`src/rtl/req_mask_map.svh`:
```
`ifndef REQ_MASK_MAP_SVH
`define REQ_MASK_MAP_SVH

// Register offsets
`define SAMPLE_TRIGGER_OFS 8'h05
`define TYPEC_COMMAND_OFS 8'h06
`define INT_MASK_0_OFS 8'h07
`define FLAGS_0_OFS 8'h0a

// Field positions
`define SAMPLE_REQ_BIT 0
`define SOURCE_RESET_BIT 0
`define FORCE_ERROR_BIT 1
`define AUTO_CLEAR_BIT 7
`define STATE_CHANGE_BIT 5
`define TYPEC_ATT_STAT_BIT 4
`define CHG_ATT_STAT_BIT 3
`define TYPEC_ATT_EV_BIT 2
`define CHG_ATT_EV_BIT 1
`define MEAS_DONE_BIT 0

// Reset values and widths
`define INT_MASK_0_RST 8'h00
`define FLAG_COUNT 6
`define MASK_WRITABLE 8'hbf
`endif

```
`src/rtl/req_mask_pkg.sv`:
```
package req_mask_pkg;
    // Sample trigger sequencing, one-hot
    typedef enum logic [1:0]
    {
        SAMPLE_IDLE = 2'b01,
        SAMPLE_BUSY = 2'b10
    } sample_state_t;

    typedef logic [7:0] reg_byte_t;
    typedef logic [5:0] flag_vec_t;
endpackage : req_mask_pkg

```
`src/rtl/flag_bank_if.sv`:
```
interface flag_bank_if;
    logic [5:0] cond;
    logic auto_clear;
    logic read_clear;
    logic [5:0] flags;

    modport owner
    (
        output cond,
        output auto_clear,
        output read_clear,
        input flags
    );

    modport bank
    (
        input cond,
        input auto_clear,
        input read_clear,
        output flags
    );
endinterface : flag_bank_if

```
`src/rtl/flag_bank.sv`:
```
`include "req_mask_map.svh"

module flag_bank
(
    input wire logic sys_clk_i,
    input wire logic nrst_i,
    flag_bank_if.bank fb
);
    logic [5:0] flags_q;

    assign fb.flags = flags_q;

    // One latch cell per condition; a condition seen in the read cycle wins over the clear
    genvar i;
    generate
        for (i = 0; i < `FLAG_COUNT; i = i + 1)
        begin : g_flag
            always_ff @(posedge sys_clk_i or negedge nrst_i)
            begin
                if (!nrst_i)
                begin
                    flags_q[i] <= 1'b0;
                end
                else if (fb.auto_clear)
                begin
                    flags_q[i] <= fb.cond[i];
                end
                else
                begin
                    flags_q[i] <= fb.cond[i] | (flags_q[i] & ~fb.read_clear);
                end
            end
        end
    endgenerate
endmodule : flag_bank

```
`src/rtl/request_and_irq_mask_regs.sv`:
```
`include "req_mask_map.svh"

module request_and_irq_mask_regs
(
    input wire logic sys_clk_i,
    input wire logic nrst_i,
    input wire logic [7:0] reg_addr_i,
    input wire logic [7:0] reg_wdata_i,
    input wire logic reg_wr_i,
    input wire logic reg_rd_i,
    output req_mask_pkg::reg_byte_t reg_rdata_o,
    output logic meas_start_o,
    input wire logic meas_done_i,
    output logic typec_force_error_recovery_o,
    output logic typec_source_state_reset_o,
    input wire logic typec_state_change_i,
    input wire logic typec_attach_status_i,
    input wire logic charger_attach_status_i,
    input wire logic typec_attach_event_i,
    input wire logic charger_attach_event_i,
    output logic irq_o
);
    import req_mask_pkg::*;

    sample_state_t sample_q;
    reg_byte_t mask_q;
    reg_byte_t rdata_q;
    logic start_q;
    logic force_err_q;
    logic src_rst_q;
    logic irq_q;
    logic wr_trig;
    logic wr_cmd;
    logic wr_mask;
    logic rd_flags;
    logic done_q;
    logic done_rise;

    // Bundle toward the flag cells
    flag_bank_if fb ();

    // Address decode; each strobe qualifies only its own offset, writes elsewhere fall away
    always_comb
    begin
        wr_trig = 1'b0;
        wr_cmd = 1'b0;
        wr_mask = 1'b0;
        rd_flags = 1'b0;
        case (reg_addr_i)
            `SAMPLE_TRIGGER_OFS:
            begin
                wr_trig = reg_wr_i;
            end
            `TYPEC_COMMAND_OFS:
            begin
                wr_cmd = reg_wr_i;
            end
            `INT_MASK_0_OFS:
            begin
                wr_mask = reg_wr_i;
            end
            `FLAGS_0_OFS:
            begin
                rd_flags = reg_rd_i;
            end
            default:
            begin
                rd_flags = 1'b0;
            end
        endcase
    end

    // Conditions in flag order; the measurement engine's done pulse feeds bit 0
    assign fb.cond = {typec_state_change_i, typec_attach_status_i, charger_attach_status_i,
                      typec_attach_event_i, charger_attach_event_i, meas_done_i};
    assign fb.auto_clear = mask_q[`AUTO_CLEAR_BIT];
    assign fb.read_clear = rd_flags;

    flag_bank u_flags
    (
        .sys_clk_i(sys_clk_i),
        .nrst_i(nrst_i),
        .fb(fb)
    );

    // Done edge: a done level left high from the previous sample must not end the next one early
    always_ff @(posedge sys_clk_i or negedge nrst_i)
    begin
        if (!nrst_i)
        begin
            done_q <= 1'b0;
        end
        else
        begin
            done_q <= meas_done_i;
        end
    end

    // Limitation: the engine must drop done between samples, or a pending sample never ends
    assign done_rise = meas_done_i && !done_q;

    // Sample trigger: a second request while busy is dropped, one sample per request
    always_ff @(posedge sys_clk_i or negedge nrst_i)
    begin
        if (!nrst_i)
        begin
            sample_q <= SAMPLE_IDLE;
        end
        else
        begin
            case (sample_q)
                SAMPLE_IDLE:
                begin
                    if (wr_trig && reg_wdata_i[`SAMPLE_REQ_BIT])
                    begin
                        sample_q <= SAMPLE_BUSY;
                    end
                end
                SAMPLE_BUSY:
                begin
                    if (done_rise)
                    begin
                        sample_q <= SAMPLE_IDLE;
                    end
                end
                default:
                begin
                    sample_q <= SAMPLE_IDLE;
                end
            endcase
        end
    end

    // Start strobe: one cycle wide, raised only for a request taken while idle
    always_ff @(posedge sys_clk_i or negedge nrst_i)
    begin
        if (!nrst_i)
        begin
            start_q <= 1'b0;
        end
        else
        begin
            start_q <= wr_trig && reg_wdata_i[`SAMPLE_REQ_BIT] && (sample_q == SAMPLE_IDLE);
        end
    end

    // Force-error strobe; the command is not stored, so a read finds nothing
    always_ff @(posedge sys_clk_i or negedge nrst_i)
    begin
        if (!nrst_i)
        begin
            force_err_q <= 1'b0;
        end
        else
        begin
            force_err_q <= wr_cmd && reg_wdata_i[`FORCE_ERROR_BIT];
        end
    end

    // Source-reset strobe; may pulse together with force-error when both bits are written
    always_ff @(posedge sys_clk_i or negedge nrst_i)
    begin
        if (!nrst_i)
        begin
            src_rst_q <= 1'b0;
        end
        else
        begin
            src_rst_q <= wr_cmd && reg_wdata_i[`SOURCE_RESET_BIT];
        end
    end

    // Mask register; bit 6 is not implemented and stays zero
    always_ff @(posedge sys_clk_i or negedge nrst_i)
    begin
        if (!nrst_i)
        begin
            mask_q <= `INT_MASK_0_RST;
        end
        else if (wr_mask)
        begin
            mask_q <= reg_wdata_i & `MASK_WRITABLE;
        end
    end

    // Interrupt from enabled flags; registered so the pin never glitches
    always_ff @(posedge sys_clk_i or negedge nrst_i)
    begin
        if (!nrst_i)
        begin
            irq_q <= 1'b0;
        end
        else
        begin
            irq_q <= |(fb.flags & mask_q[5:0]);
        end
    end

    // Read data, one cycle after the strobe; unmapped offsets read zero
    always_ff @(posedge sys_clk_i or negedge nrst_i)
    begin
        if (!nrst_i)
        begin
            rdata_q <= 8'h00;
        end
        else if (reg_rd_i)
        begin
            case (reg_addr_i)
                `SAMPLE_TRIGGER_OFS:
                begin
                    rdata_q <= {7'h00, sample_q == SAMPLE_BUSY};
                end
                `TYPEC_COMMAND_OFS:
                begin
                    rdata_q <= 8'h00;
                end
                `INT_MASK_0_OFS:
                begin
                    rdata_q <= mask_q;
                end
                `FLAGS_0_OFS:
                begin
                    rdata_q <= {2'h0, fb.flags};
                end
                default:
                begin
                    rdata_q <= 8'h00;
                end
            endcase
        end
    end

    // Every output is a flop, wired straight to its pin
    assign reg_rdata_o = rdata_q;
    assign meas_start_o = start_q;
    assign typec_force_error_recovery_o = force_err_q;
    assign typec_source_state_reset_o = src_rst_q;
    assign irq_o = irq_q;
endmodule : request_and_irq_mask_regs

```
`config.mk`:
```
export PLATFORM = sky130hd
export DESIGN_NAME = request_and_irq_mask_regs
export DESIGN_NICKNAME = d
export VERILOG_FILES = /design/src/rtl/req_mask_pkg.sv /design/src/rtl/flag_bank_if.sv /design/src/rtl/flag_bank.sv /design/src/rtl/request_and_irq_mask_regs.sv
export VERILOG_INCLUDE_DIRS = /design/src /design/src/rtl
export SDC_FILE = /design/constraint.sdc
export NUM_CORES = 1
export LEC_CHECK = 0
export BUFFER_PORTS_ARGS = -buffer_cell sky130_fd_sc_hd__buf_2
export CORE_ASPECT_RATIO = 1.1
export CORE_MARGIN = 5
export CORE_UTILIZATION = 40
export DETAILED_ROUTE_END_ITERATION = 12
export MAX_ROUTING_LAYER = met4
export PLACE_DENSITY = 0.66
export SLEW_MARGIN = 20
export SYNTH_ARGS = -nofsm -noshare
export SYNTH_HDL_FRONTEND = slang
export SYNTH_SLANG_ARGS = --single-unit
```
`constraint.sdc`:
```
create_clock -name sys_clk_i -period 1.5 [get_ports sys_clk_i]
set_input_delay 0.15 -clock sys_clk_i [delete_from_list [all_inputs] [get_ports sys_clk_i]]
set_output_delay 0.15 -clock sys_clk_i [all_outputs]
set_load 0.005 [all_outputs]
```
## After elaboration in Yosys (flattened, before gate mapping)

Cells that the tools add are included.

| word-level totals | value |
|---|---|
| register bits | 28 |
| output and inout bits | 12 |

| cells by class | value |
|---|---|
| equal/unequal tests | 8 |
| multiplexer cells | 14 |
| bitwise gates (word level) | 14 |
| reduce and logical (&&, ||, !) cells | 8 |

Operators with widths:

| kind | count |
|---|---|
| $eq A8 B3 Y1 const B | 3 |
| $pmux W8 S3 | 1 |
| $mux W1 | 10 |
| $eq A8 B4 Y1 const B | 1 |
| $and A1 B1 Y1 | 6 |
| $and A6 B6 Y6 | 1 |
| $or A1 B1 Y1 | 6 |
| $reduce_or A6 Y1 | 1 |
| $logic_and A1 B1 Y1 | 5 |
| $mux W2 | 2 |
| $ne A2 B2 Y1 const B | 2 |
| $pmux W2 S2 | 1 |
| $eq A2 B1 Y1 const B | 1 |
| $eq A2 B2 Y1 const B | 1 |
| $reduce_and A2 Y1 | 1 |
| $logic_not A1 Y1 | 1 |
| $not A1 Y1 | 1 |

## Logic depth before layout (Yosys ltp)

| depth | value |
|---|---|
| depth after elaboration | 6 |
| gate-level depth with buffers | 5 |
| gate-level depth less buffers | 4 |

## Cells and area by module

From an unflattened synthesis, not the netlist that was laid out.

| second synthesis, totals | value |
|---|---|
| cell total of the unflattened synthesis | 95 |
| area, all modules | 1157.4 sq um |

Modules (own cells, without submodules):

| module | instances | cells each | area an instance (sq um) | sequential area each (sq um) |
|---|---|---|---|---|
| request_and_irq_mask_regs | 1 | 82 | 955.9 | 526.8 |
| flag_bank | 1 | 13 | 201.4 | 150.1 |

## Worst setup path before layout

OpenSTA, ideal clock, no wires.

| timing path | value |
|---|---|
| path type | input -> register |
| start point | input port reg_addr_i[5] |
| end point | register mask_q[0] |
| library setup time | 0.125 ns |
| data arrival time | 1.273 ns |
| required time | 1.375 ns |
| slack | 0.103 ns |
| stages | 5 |
| path buffers | 1 |
| cell sequence | nor4_4 -> and3_1 -> and3_1 -> buf_6 -> mux2_2 |

| between the ends | value |
|---|---|
| longest elaborated chain between the ends | 2 |

Ends and longest elaborated chain:

| element | RTL line | text |
|---|---|---|
| from (decl) | request_and_irq_mask_regs.sv:7 | `input wire logic [7:0] reg_addr_i,` |
| $eq A8 B3 Y1 | request_and_irq_mask_regs.sv:49 | `case (reg_addr_i)` |
| $mux W1 | request_and_irq_mask_regs.sv:49 |  |
| to (signal assigned) | request_and_irq_mask_regs.sv:178 | `` mask_q <= `INT_MASK_0_RST; `` |
| to (signal assigned) | request_and_irq_mask_regs.sv:182 | `` mask_q <= reg_wdata_i & `MASK_WRITABLE; `` |
| to (decl) | request_and_irq_mask_regs.sv:26 | `reg_byte_t mask_q;` |

No other way between the ends.
A chain may end at the register's enable or synchronous reset.

## Worst setup path after layout

| timing path | value |
|---|---|
| start point | input port reg_addr_i[5] |
| end point | register mask_q[7] |

Same word-level chain as after synthesis.

==> impl_results.md <==
- Run status: completed
- Startpoint class of the critical path: input port
- Core area: roughly 2800 um^2
- Via-to-Cell Ratio: around 4.9
- Top Family by Delay on Critical Path: simple AND/OR/NAND/NOR gates
- Critical-path cell list: buf_2 > nor4_4 > and3_1 > and3_1 > buf_4 > mux2_2
- Register area share after synthesis: 59.1%
- Total chip power: 1.19 mW
- Critical Path Slowest Stage Cell: mux2_2
- HP Start: reg_wdata_i[5]
- Cell leakage power: 0.717 nW
- Dpl cells: 161
- Register-to-register setup slack: 0.37 ns
- GR Overflow Total: 0
- CTS Root Cell: clkbuf_4
- GR Util met1: approximately 15%
- H-Tree Depth: 1
- Hold endpoint: mask_q[5]$_DFFE_PN0P_
- Share of cells above drive strength 1: ~40%
- Max VDD drop: 0.412 mV
- Endpoints failing hold: 0
- Min-Delay Path Depth: 2
- Overall via count from detail_route: 844
- Drt pass-1 iters: 4
- RSZ-0062 raised after global routing: no
- Syn_nets: 121
- Met3 Resource Use GR: 1.95%
- Buffers on Ports: 35
- Initial core utilization: 41.6%
- Setup tns final: 0 ns
- Multi-input logic area: 408 um^2
- Reg2Reg Launch Point: mask_q[7]$_DFFE_PN0P_
- Req. time, crit path: 1.72 ns
- Area growth from synthesis to layout: 26.8%
- Yosys Warn Count: 0
- Cells after synthesis: 95
- Die span in x: 61.0 um
- CP most frequent cell: and3_1
- Period utilisation layout: 78.9%
- DRC: 0
- Final setup fails: 0
- Ant diodes: 0
- Busiest grt layer: met2
- Post-DP HPWL: roughly 1.7 mm
- Synth Cell Area: around 1100 um^2
- Cell area after layout: ~1500 um^2
- Max-cap violation count: 0
- GPL Wtd Cong: between 0.7 and 0.8
- Average size of a mapped cell: 12.1 um^2
- Skew final: between 0.005 and 0.006 ns
- Synth Register Bits: 27
- Cts repair resizes: 0
- Worst path arrival time: 1.41 ns
- Wire per inst: 12.5 um
- Sequential cell area: 677 um^2
- Post-route minimum period: around 1.2 ns
- Post-route ant nets: 0
- Later-pin clock latency in the skew report: 0.32 ns
- CTS tree: yes
- WS Path Type: in -> reg
- Met2 Use GR: 20.3%
- Antenna violations before repair: 0
- Clock buffer depth: 2
- Fmax: 845 MHz
- PwrDens: slightly above 800 nW/um^2
- CP endpoint kind: flip-flop
- Count of distinct cell types in the synthesized netlist: 27
- Fin cells: 172
- Register-to-Register Path Depth: 2
- HP Class: in -> reg
- Num CTS Buffers: 3
- Worst r2r dst: u_flags.fb.flags[0]$_DFF_PN0_
- Routed WL: 2.14 mm
- Fillers: 260
- Worst-path clk slew: 0.14 ns
- GR Util All Layers: between 10% and 20%
- Post-DP Area: approximately 1400 um^2
- Slowest Stage Delay on Critical Path: 0.34 ns
- Die Y: about 66 um
- NumNets Final: between 150 and 200
- Hold_buf cts: 7
- Core Rows: 20
- Fin. max-slew vios: 0
- CTS Sinks: 27
- Die ar.: 4030 um^2
- Largest net degree at the start of global routing: 28
- Worst-path maximum fanout: 7
- Drt initial violations: 26
- Rel. slew slack: 60.8%
- Setup Fix Bufs, Post-CTS: 0
- Critical path buffers and inverters: 2
- # IOs: 38
- Vias in the first global route: 852
- Tightest Pin Transition: around 0.59 ns
- Global-route wire length before repair: 3.68 mm
[worst register-to-register path, cell delays in order, from the launching register on]
cell and delay (ns):
dfrtp_1 0.42, a31oi_1 0.47, a21o_1 0.20
[kinds of logic after synthesis]
kind of cell	share of synthesized area, %
compound gates	15.6
buf+inv	5.25
flops	59.1
mux	6.89
other cells	0.328
simple gates	12.8
[cell type report]
type | instances | share of cell area [%]
inverters | 8 | 2.07
multi-input cells | 55 | 28.1
clock buffers | 3 | 1.55
clock inverters | 1 | 0.345
well taps | 33 | 2.84
flip-flops and latches | 27 | 46.6
repair buffers | 45 | 18.4
[power breakdown]
part | total (mW) | internal, mW | switching, mW
registers | 0.768 | 0.753 | 0.0153
logic | 0.118 | 0.0641 | 0.0540
clock network | 0.305 | 0.100 | 0.205
total | 1.19 | 0.917 | 0.274
[synth_stat cells, drive strengths merged]
library cell,count,share of area [%]
a21o,7,4.6
a21oi,1,0.44
a22oi,9,5.9
a31oi,1,0.55
and2,1,0.66
and3,6,3.4
and4,1,0.87
and4bb,1,1.1
buf,2,1.6
clkbuf,3,0.98
conb,1,0.33
dfrtp,26,57
dfstp,1,2.3
inv,8,2.6
mux2,7,6.9
nand2,2,0.66
nand2b,1,0.55
nand3,3,1.3
nor2,1,0.33
nor2b,2,1.1
nor3,1,0.44
nor4,1,1.9
o21ai,2,0.87
o22ai,6,3.3
or2,1,0.55
[how the worst max path moves through the flow]
stage | start | endpoint | depth (start not counted)
after floorplan | reg_addr_i[5] | mask_q[0]$_DFFE_PN0P_ | 5
after global placement | reg_addr_i[5] | mask_q[1]$_DFFE_PN0P_ | 6
after detailed placement | reg_addr_i[5] | mask_q[3]$_DFFE_PN0P_ | 6
after CTS | mask_q[7]$_DFFE_PN0P_ | u_flags.fb.flags[0]$_DFF_PN0_ | 2
after global routing | mask_q[7]$_DFFE_PN0P_ | u_flags.fb.flags[0]$_DFF_PN0_ | 2
final | reg_addr_i[5] | mask_q[7]$_DFFE_PN0P_ | 6
[flip-flops by register name, summed over array words and instances (netlist names)]
signal,cells
done_q,1
irq_o,1
mask_q,7
meas_start_o,1
reg_rdata_o,7
sample_q,2
typec_force_error_recovery_o,1
typec_source_state_reset_o,1
u_flags.fb.flags,6
[metal layers]
metal,vias to the layer above,part of all wire [%]
li1,430,-
met1,387,41
met2,22,50
met3,5,5.9
met4,0,2.9
met5,-,0
[layout by cell type, fill, tap and decap left out, types with 5 or more instances in the layout]
cell and n:
dfrtp_1 26, inv_1 8, mux2_2 7, dlygate4sd3_1 7, buf_2 35, and3_1 5, a22oi_1 9, o22ai_1 6
a21o_1 7
[through the flow]
step                      hold WS, ns  worst slack, ns  utilization, %
after floorplan                -0.146            0.103               -
after global placement          0.172          -0.0230            49.2
after detailed placement        0.185          -0.0255            49.2
after CTS                      0.0339            0.299            52.7
after global routing          0.00508            0.248            52.7
final                          0.0418            0.317            52.7
Note: power is estimated with default switching activity, not from simulation.
